**src/core/spl_pkg.sv**
```systemverilog
// Constants for the stack pointer and stack limit check block.
// Assumes a 16-bit data space with word-aligned stack accesses.
`default_nettype none

package spl_pkg;

	// ============================================================
	// Register map
	localparam logic [3:0]  ADDR_STACK_PTR   = 4'h0;
	localparam logic [3:0]  ADDR_STACK_LIMIT = 4'h1;
	localparam logic [3:0]  ADDR_INT_STATUS  = 4'h2;
	localparam logic [3:0]  ADDR_INT_MASK    = 4'h3;

	// ============================================================
	// Field positions and values
	localparam int          STAT_OVERFLOW_BIT  = 0;
	localparam int          STAT_UNDERFLOW_BIT = 1;
	localparam int          STAT_WIDTH         = 2;
	localparam logic [15:0] SP_RESET           = 16'h0800;
	localparam logic [15:0] SP_UNDERFLOW_BOUND = 16'h0800;
	localparam logic [15:0] WORD_STEP          = 16'h0002;
	localparam logic [15:0] ALIGN_MASK         = 16'hFFFE;
	localparam logic [7:0]  ZERO_BYTE          = 8'h00;

	// ============================================================
	// Stack operation codes from the core
	localparam logic [1:0]  OP_NONE     = 2'h0;
	localparam logic [1:0]  OP_PUSH     = 2'h1;
	localparam logic [1:0]  OP_POP      = 2'h2;
	localparam logic [1:0]  OP_INDIRECT = 2'h3;

	// ============================================================
	// Kinds of pushed value
	localparam logic [1:0]  PUSH_DATA   = 2'h0;
	localparam logic [1:0]  PUSH_PC_LO  = 2'h1;
	localparam logic [1:0]  PUSH_CALL_HI = 2'h2;
	localparam logic [1:0]  PUSH_EXC_HI = 2'h3;

endpackage

`default_nettype wire

```
**src/core/spl_stack_check.sv**
```systemverilog
// Stack pointer register, stack limit register and stack error check.
// Assumes the core issues at most one stack operation per cycle and
// drives its request signals synchronously to sys_clk.
`timescale 1ns/1ps
`default_nettype none

// Summary of operation
// - Stack pointer register holds first free word.
// - Stack grows upward toward higher addresses.
// - Push writes then increments; pop decrements then reads.
// - Call push clears byte above PC upper byte.
// - Exception push joins status low byte, PC upper.
// - Stack limit register has no reset value.
// - Stack limit bit zero always reads zero.
// - Every stack-pointer address compared against stack limit.
// - Push at limit passes; next push traps.
// - Address below 0800h raises underflow trap.
module spl_stack_check (
	input  wire logic        sys_clk,
	input  wire logic        resetn,
	input  wire logic [3:0]  reg_addr,
	input  wire logic [15:0] reg_wdata,
	input  wire logic        reg_wr,
	input  wire logic        reg_rd,
	output logic      [15:0] reg_rdata,
	input  wire logic [1:0]  stack_op,
	input  wire logic [1:0]  push_kind,
	input  wire logic [15:0] push_data,
	input  wire logic [15:0] indirect_addr,
	input  wire logic [7:0]  status_low_byte,
	output logic      [15:0] effective_address,
	output logic      [15:0] mem_wdata,
	output logic             mem_we,
	output logic             mem_re,
	output logic             stack_trap,
	output logic             irq
);

	// ============================================================
	// Address check shared by all stack-pointer based accesses
	function automatic logic [1:0] check_addr(input logic [15:0] addr,
	                                          input logic [15:0] limit,
	                                          input logic        is_push);
		logic over;
		logic under;
		over = 1'b0;
		under = 1'b0;
		// Overflow when a push writes past the limit word.
		if (is_push && (addr > limit)) begin
			over = 1'b1;
		end
		if (!is_push && (addr > limit + spl_pkg::WORD_STEP)) begin
			over = 1'b1;
		end
		if (addr < spl_pkg::SP_UNDERFLOW_BOUND) begin
			under = 1'b1;
		end
		check_addr = {under, over};
	endfunction

	// ============================================================
	// Register index decode shared by the write and read paths.
	// The select is one-hot: stack pointer, limit, status, then mask.
	function automatic logic [3:0] decode_index(input logic [3:0] index,
	                                            input logic       strobe);
		logic [3:0] sel;
		sel = 4'h0;
		if (strobe) begin
			case (index)
				spl_pkg::ADDR_STACK_PTR: begin
					sel = 4'h1;
				end
				spl_pkg::ADDR_STACK_LIMIT: begin
					sel = 4'h2;
				end
				spl_pkg::ADDR_INT_STATUS: begin
					sel = 4'h4;
				end
				spl_pkg::ADDR_INT_MASK: begin
					sel = 4'h8;
				end
				default: begin
					sel = 4'h0;
				end
			endcase
		end
		decode_index = sel;
	endfunction

	// ============================================================
	// Word placed on the memory write port for each kind of push
	// The upper word of a pushed program counter has its top byte in bits 7:0.
	function automatic logic [15:0] push_word(input logic [1:0]  kind,
	                                          input logic [15:0] data,
	                                          input logic [7:0]  status_byte);
		logic [15:0] word;
		word = data;
		case (kind)
			spl_pkg::PUSH_CALL_HI: begin
				// Zero extension keeps the pushed upper byte clear.
				word = {spl_pkg::ZERO_BYTE, data[7:0]};
			end
			spl_pkg::PUSH_EXC_HI: begin
				// The status low byte rides above the top program counter byte.
				word = {status_byte, data[7:0]};
			end
			spl_pkg::PUSH_PC_LO: begin
				word = data;
			end
			default: begin
				word = data;
			end
		endcase
		push_word = word;
	endfunction

	// ============================================================
	// Word alignment shared by the pointer, the limit and indirect addresses
	function automatic logic [15:0] word_align(input logic [15:0] value);
		word_align = value & spl_pkg::ALIGN_MASK;
	endfunction

	// ============================================================
	// State
	logic [15:0] stack_pointer_reg_r;
	logic [15:0] stack_pointer_reg_nxt;
	logic [15:0] stack_limit_reg_r;
	logic [15:0] stack_limit_reg_nxt;
	logic [1:0]  status_r;
	logic [1:0]  status_nxt;
	logic [1:0]  mask_r;
	logic [1:0]  mask_nxt;
	logic [15:0] rdata_r;
	logic [15:0] rdata_nxt;
	logic [15:0] eff_addr_r;
	logic [15:0] eff_addr_nxt;
	logic [15:0] wdata_r;
	logic [15:0] wdata_nxt;
	logic        we_r;
	logic        we_nxt;
	logic        re_r;
	logic        re_nxt;
	logic        trap_r;
	logic        trap_nxt;
	logic        irq_r;
	logic        irq_nxt;
	logic [1:0]  clr_bits;
	logic [15:0] acc_addr;
	logic [1:0]  acc_err;
	logic        acc_push;
	logic        acc_pop;
	logic        acc_read;
	logic        acc_valid;
	logic [3:0]  wr_sel;
	logic [3:0]  rd_sel;

	// ============================================================
	// Stack access decode
	// Forms and checks the address of this cycle's stack access, if any.
	assign wr_sel = decode_index(reg_addr, reg_wr);
	assign rd_sel = decode_index(reg_addr, reg_rd);

	always_comb begin
		acc_addr = stack_pointer_reg_r;
		acc_err = 2'h0;
		acc_push = 1'b0;
		acc_pop = 1'b0;
		acc_read = 1'b0;
		acc_valid = 1'b0;
		case (stack_op)
			spl_pkg::OP_PUSH: begin
				// Write at the free word; the step upward follows.
				acc_addr = stack_pointer_reg_r;
				acc_push = 1'b1;
				acc_valid = 1'b1;
			end
			spl_pkg::OP_POP: begin
				// Step down first, then read the word below.
				acc_addr = 16'(stack_pointer_reg_r - spl_pkg::WORD_STEP);
				acc_pop = 1'b1;
				acc_read = 1'b1;
				acc_valid = 1'b1;
			end
			spl_pkg::OP_INDIRECT: begin
				acc_addr = word_align(indirect_addr);
				acc_read = 1'b1;
				acc_valid = 1'b1;
			end
			default: begin
				acc_addr = stack_pointer_reg_r;
			end
		endcase
		if (acc_valid) begin
			// Every access formed from the stack pointer is checked.
			acc_err = check_addr(acc_addr, stack_limit_reg_r, acc_push);
		end
	end

	// ============================================================
	// Stack pointer register
	// Always holds the address of the first free word on the stack.
	always_comb begin
		stack_pointer_reg_nxt = stack_pointer_reg_r;
		if (acc_push) begin
			stack_pointer_reg_nxt = 16'(stack_pointer_reg_r + spl_pkg::WORD_STEP);
		end
		if (acc_pop) begin
			stack_pointer_reg_nxt = acc_addr;
		end
		// A trap does not hold back the pointer update, and a software
		// write of the pointer in the same cycle wins over both.
		if (wr_sel[0]) begin
			stack_pointer_reg_nxt = word_align(reg_wdata);
		end
	end

	always_ff @(posedge sys_clk) begin
		if (!resetn) begin
			stack_pointer_reg_r <= spl_pkg::SP_RESET;
		end else begin
			stack_pointer_reg_r <= stack_pointer_reg_nxt;
		end
	end

	// ============================================================
	// Stack limit register
	// The limit has no reset value; software must load it before the
	// first checked access, or the trap outputs are undefined.
	always_comb begin
		stack_limit_reg_nxt = stack_limit_reg_r;
		if (wr_sel[1]) begin
			// Bit zero is dropped because stack accesses are word-aligned.
			stack_limit_reg_nxt = word_align(reg_wdata);
		end
	end

	// A new limit applies from the cycle after the write; the core keeps a gap before the
	// next access through the stack pointer.
	always_ff @(posedge sys_clk) begin
		stack_limit_reg_r <= stack_limit_reg_nxt;
	end

	// ============================================================
	// Stack error status, mask and interrupt
	always_comb begin
		clr_bits = 2'h0;
		mask_nxt = mask_r;
		if (wr_sel[2]) begin
			clr_bits = reg_wdata[spl_pkg::STAT_WIDTH-1:0];
		end
		if (wr_sel[3]) begin
			mask_nxt = reg_wdata[spl_pkg::STAT_WIDTH-1:0];
		end
		// A new error wins over a clear in the same cycle.
		status_nxt = (status_r & ~clr_bits) | acc_err;
		irq_nxt = |(status_nxt & mask_nxt);
	end

	always_ff @(posedge sys_clk) begin
		if (!resetn) begin
			status_r <= 2'h0;
			mask_r <= 2'h0;
			irq_r <= 1'b0;
		end else begin
			status_r <= status_nxt;
			mask_r <= mask_nxt;
			irq_r <= irq_nxt;
		end
	end

	// ============================================================
	// Register read port
	// Read data stand for one cycle after the strobe and are zero otherwise.
	always_comb begin
		rdata_nxt = 16'h0000;
		case (rd_sel)
			4'h1: begin
				rdata_nxt = stack_pointer_reg_r;
			end
			4'h2: begin
				rdata_nxt = word_align(stack_limit_reg_r);
			end
			4'h4: begin
				rdata_nxt = {14'h0000, status_r};
			end
			4'h8: begin
				rdata_nxt = {14'h0000, mask_r};
			end
			default: begin
				rdata_nxt = 16'h0000;
			end
		endcase
	end

	always_ff @(posedge sys_clk) begin
		if (!resetn) begin
			rdata_r <= 16'h0000;
		end else begin
			rdata_r <= rdata_nxt;
		end
	end

	// ============================================================
	// Memory port and trap request
	// Address and write data hold between accesses; strobes and the
	// trap request are one-cycle pulses in the cycle after the check.
	always_comb begin
		eff_addr_nxt = eff_addr_r;
		wdata_nxt = wdata_r;
		we_nxt = acc_push;
		re_nxt = acc_read;
		if (acc_valid) begin
			eff_addr_nxt = acc_addr;
		end
		if (acc_push) begin
			wdata_nxt = push_word(push_kind, push_data, status_low_byte);
		end
		// Overflow and underflow share one trap request.
		trap_nxt = |acc_err;
	end

	always_ff @(posedge sys_clk) begin
		if (!resetn) begin
			eff_addr_r <= 16'h0000;
			wdata_r <= 16'h0000;
			we_r <= 1'b0;
			re_r <= 1'b0;
			trap_r <= 1'b0;
		end else begin
			eff_addr_r <= eff_addr_nxt;
			wdata_r <= wdata_nxt;
			we_r <= we_nxt;
			re_r <= re_nxt;
			trap_r <= trap_nxt;
		end
	end

	// ============================================================
	// Outputs
	assign reg_rdata = rdata_r;
	assign effective_address = eff_addr_r;
	assign mem_wdata = wdata_r;
	assign mem_we = we_r;
	assign mem_re = re_r;
	assign stack_trap = trap_r;
	assign irq = irq_r;

endmodule

`default_nettype wire

```
**config.mk**
```make
export PLATFORM = sky130hd
export DESIGN_NAME = spl_stack_check
export DESIGN_NICKNAME = d
export VERILOG_FILES = /design/src/core/spl_pkg.sv /design/src/core/spl_stack_check.sv
export SDC_FILE = /design/constraint.sdc
export NUM_CORES = 1
export LEC_CHECK = 0
export BUFFER_PORTS_ARGS = -buffer_cell sky130_fd_sc_hd__buf_2
export CORE_ASPECT_RATIO = 0.6
export CORE_MARGIN = 2
export CORE_UTILIZATION = 50
export DETAILED_ROUTE_END_ITERATION = 12
export GPL_TIMING_DRIVEN = 0
export HOLD_SLACK_MARGIN = 0.12
export PLACE_DENSITY = 0.88
export REMOVE_ABC_BUFFERS = 1
export SLEW_MARGIN = 40
export SYNTH_ARGS = -nofsm -noshare
export SYNTH_HDL_FRONTEND = slang
export SYNTH_SLANG_ARGS = --single-unit
```
**constraint.sdc**
```tcl
create_clock -name sys_clk -period 3.6 [get_ports sys_clk]
set_input_delay 0.54 -clock sys_clk [delete_from_list [all_inputs] [get_ports sys_clk]]
set_output_delay 0.54 -clock sys_clk [all_outputs]
set_load 0.01 [all_outputs]
```
==> reports/qor.yml <==
status: "complete, but fails checks"
violations: "negative setup slack"
synth_area_sq_um: 5450
area_growth_syn_to_layout_pct: 21.7
r2r-start: "stack_pointer_reg_r[1]$_SDFFE_PN0P_"
r2r_slack_ns: -0.08
skew_ns: 0.00889
final.fill_count: 907
worstSetupPathType: "flop to flop"
numCtsBuffers: 9
slowest_stage: "or4b_4"
startpoint: "stack_pointer_reg_r[1]$_SDFFE_PN0P_"
max-clock-path-buffers: 2
drive_above_1_share_pct: 27.0
fmax_mhz: 272
seq_area_frac_synth_pct: 34.7
wl_microns: 15200
viasPerCell: 5.89
drt_first_pass_iters: 6
worstPathMaxFanout: 9
num_antenna_cells: 0
tightest_slew_ns: 0.753
start_util_pct: 51.4
hp-start: "reg_wdata[5]"
dieArea_sq_um: 11800
critPathArrivalTime_ns: 3.91
grt_antenna_before_repair: 0
p_leak_uw: 0.00301
fin_nets: 846
avgSynthCellArea_sq_um: 8.49
wire_per_inst_microns: 17.1
period_minus_slack_ns: 3.68
end_kind: "flop"
drv_slew: 0
coreArea_sq_um: 10600
synth-main-ff-cell: "dfxtp_1"
ys_warn_count: 0
p_per_area_nw_per_um2: 419
hold_viol_final: 0
ios: 120
finalHoldWorstSlack_ns: 0.378
ant_nets: 0
h-tree-depth: 3
hpwl_microns: 10900
track_usage_pct: 24.8
relSlewSlack_pct: 49.7
rsz0062_at_grt: "yes"
cp_cell_sequence: "inv_2 -> ha_4 -> or4b_4 -> nand2_2 -> nand2_1 -> o211ai_1 -> ha_1 -> a21o_1 -> a211o_1 -> a21oi_1 -> o211ai_1 -> a221oi_2 -> o311ai_2 -> a21o_1 -> a22o_1"
rows: 29
fin_ws_ns: -0.0757
clock_latency_ns: 0.35
overflow: 0
ys_seq_elements: 87
setup_viol_count_final: 3
grt_first_pass_wirelength_microns: 23400
grt_pass1_vias: 4555
clk_pin_slew_worst_paths_ns: 0.07
drc_errors: 0
drt-initial-drc-count: 526
clockRootBuffer: "clkbuf_16"
cp.required_ns: 3.83
dp_slack_ns: -0.643
startpoint_type: "flop"
maxCapViolCount: 0
grt_start_max_net_pins: 53
synth_edf_count: 15
vdd.ir_drop.worst_uv: 248
die_w_microns: 139
timing.final.crit_share_pct: 102
hp-class: "primary input to flop"
max_stage_delay_ns: 0.52
gp_congestion: 0.968
async_reset_ff_share_pct: 0
cts_tree: "built"
die_y_microns: 84.9
portBuffers: 118
vias: 5229
yosysUniqueCellTypes: 62
cts.sink_count: 87
syn_inst: 642
[flip-flops by register name, summed over array words and instances (netlist names), named ones only]
signal and flops:
irq 1, mask_r 2, mem_re 1, stack_limit_reg_r 15
stack_pointer_reg_r 15, stack_trap 1, mem_we 1, status_r 2
effective_address 16, reg_rdata 16, mem_wdata 16
[final timing paths]
kind	endpoint	cells past startpoint
worst max-delay path	irq$_SDFF_PN0_	15
worst min-delay path	stack_limit_reg_r[5]$_DFFE_PP_	1
worst max register to register	irq$_SDFF_PN0_	15
worst min register to register	effective_address[8]$_SDFFE_PN0P_	2
[per-stage QoR]
step                instance area [sq um]  cells  TNS, ns  util (%)  power [uW]
floorplan                            5260    598   -0.834         -        1480
global placement                     6020    855    -3.61      56.8        1650
finish                               6630    888   -0.117      62.6        2780
global route                         6630    888   -0.287      62.6        2910
CTS                                  6480    876        0      61.2        2730
detailed placement                   6050    857    -1.80      57.1        1670
[Yosys cell counts (3+ instances only)]
cell type   n  area, sq um
and2_1     14         87.6
o21ai_0    19         95.1
nor2b_1    22          138
a221o_1     3         30.0
o221ai_1    5         43.8
or2_2       3         18.8
xor2_1     10         87.6
o211a_1    18          180
nor3_1     14         70.1
a311oi_1    3         26.3
a211oi_1    3         22.5
nand2_1    78          293
xnor2_1    19          166
edfxtp_1   15          450
o21a_1      3         22.5
a22oi_1    18          135
ha_1       34          425
and3_1      5         31.3
a21o_1      5         37.5
nor2_1     51          191
a21oi_1    26          130
nor4_1      5         31.3
nand2b_1   12         75.1
buf_1       3         11.3
inv_1      28          105
mux2_2      6         67.6
nand3_1    22          110
a221oi_1    3         26.3
o22ai_1     3         18.8
o211ai_1   11         82.6
buf_2       7         35.0
a21boi_0    6         45.0
nand4_1    11         68.8
clkbuf_1   31          116
mux2i_1    14          140
dfxtp_1    72         1440
[final cells by class]
| cell class | instances | area [sq um] | area share, % |
|---|---|---|---|
| Clock inverter | 5 | 77.6 | 1.17 |
| Clock buffer | 11 | 253 | 3.81 |
| Multi-Input combinational cell | 482 | 3390 | 51.2 |
| Timing Repair Buffer | 135 | 716 | 10.8 |
| Sequential cell | 87 | 1900 | 28.7 |
| Tap cell | 139 | 174 | 2.62 |
| Inverter | 29 | 114 | 1.72 |
[metal layers]
layer / global-route usage [%] / vias to the layer above / part of all wire, %
li1: - / 2507 / -
met1: 36.9 / 2420 / 46
met4: 5.60 / 0 / 1.0
met5: 0 / - / 0
met3: 6.94 / 18 / 11
met2: 35.9 / 284 / 42
[critical path, delay by kind of cell (launching register included)]
| kind | cells | cell delay, ns |
|---|---|---|
| compound gates | 9 | 1.90 |
| simple gates | 3 | 0.69 |
| fa+ha+maj | 2 | 0.50 |
| flops | 1 | 0.40 |
| buf+inv | 1 | 0.08 |
[layout by cell type (no fill, tap or decap), types with 6 or more instances in the layout]
| master | count |
|---|---|
| mux2i_1 | 14 |
| o21ai_0 | 19 |
| and2_1 | 14 |
| clkbuf_16 | 9 |
| buf_4 | 16 |
| inv_1 | 25 |
| nor2_1 | 47 |
| a21oi_1 | 26 |
| a22oi_1 | 18 |
| o211ai_1 | 11 |
| nand2_1 | 77 |
| dfxtp_1 | 68 |
| edfxtp_1 | 15 |
| ha_1 | 28 |
| a21boi_0 | 6 |
| nand2b_1 | 12 |
| nor3_1 | 9 |
| o211a_1 | 18 |
| nor2b_1 | 22 |
| xnor2_1 | 19 |
| nand4_1 | 11 |
| mux2_2 | 6 |
| xor2_1 | 10 |
| nand3_1 | 22 |
| nor3_2 | 7 |
| buf_2 | 119 |
[report_power, final]
part | total (uW) | internal, uW | switching (uW)
clock network | 1030 | 645 | 388
logic | 644 | 293 | 351
registers | 1100 | 1040 | 63.3
[kinds of logic after synthesis]
logic type                 after synthesis  synth area share [%]
AOI/OAI and AO/OA                      142                  19.2
and+or+nand+nor                        255                  23.6
buffers and inverters                   73                  5.62
DFF                                     87                  34.7
xor gates and xnor gates                29                  4.66
adders and majority gates               35                  8.01
muxes                                   21                  4.22
[timing repair]
action / CTS / global route
buffers inserted: 3 / 12
hold buffers: 0 / 0
hold endpoints to repair: 0 / 0
resized for setup: 16 / 13
pin swaps: 4 / 13
setup endpoints to repair: 3 / 3
Note: power is estimated with default switching activity, not from simulation.
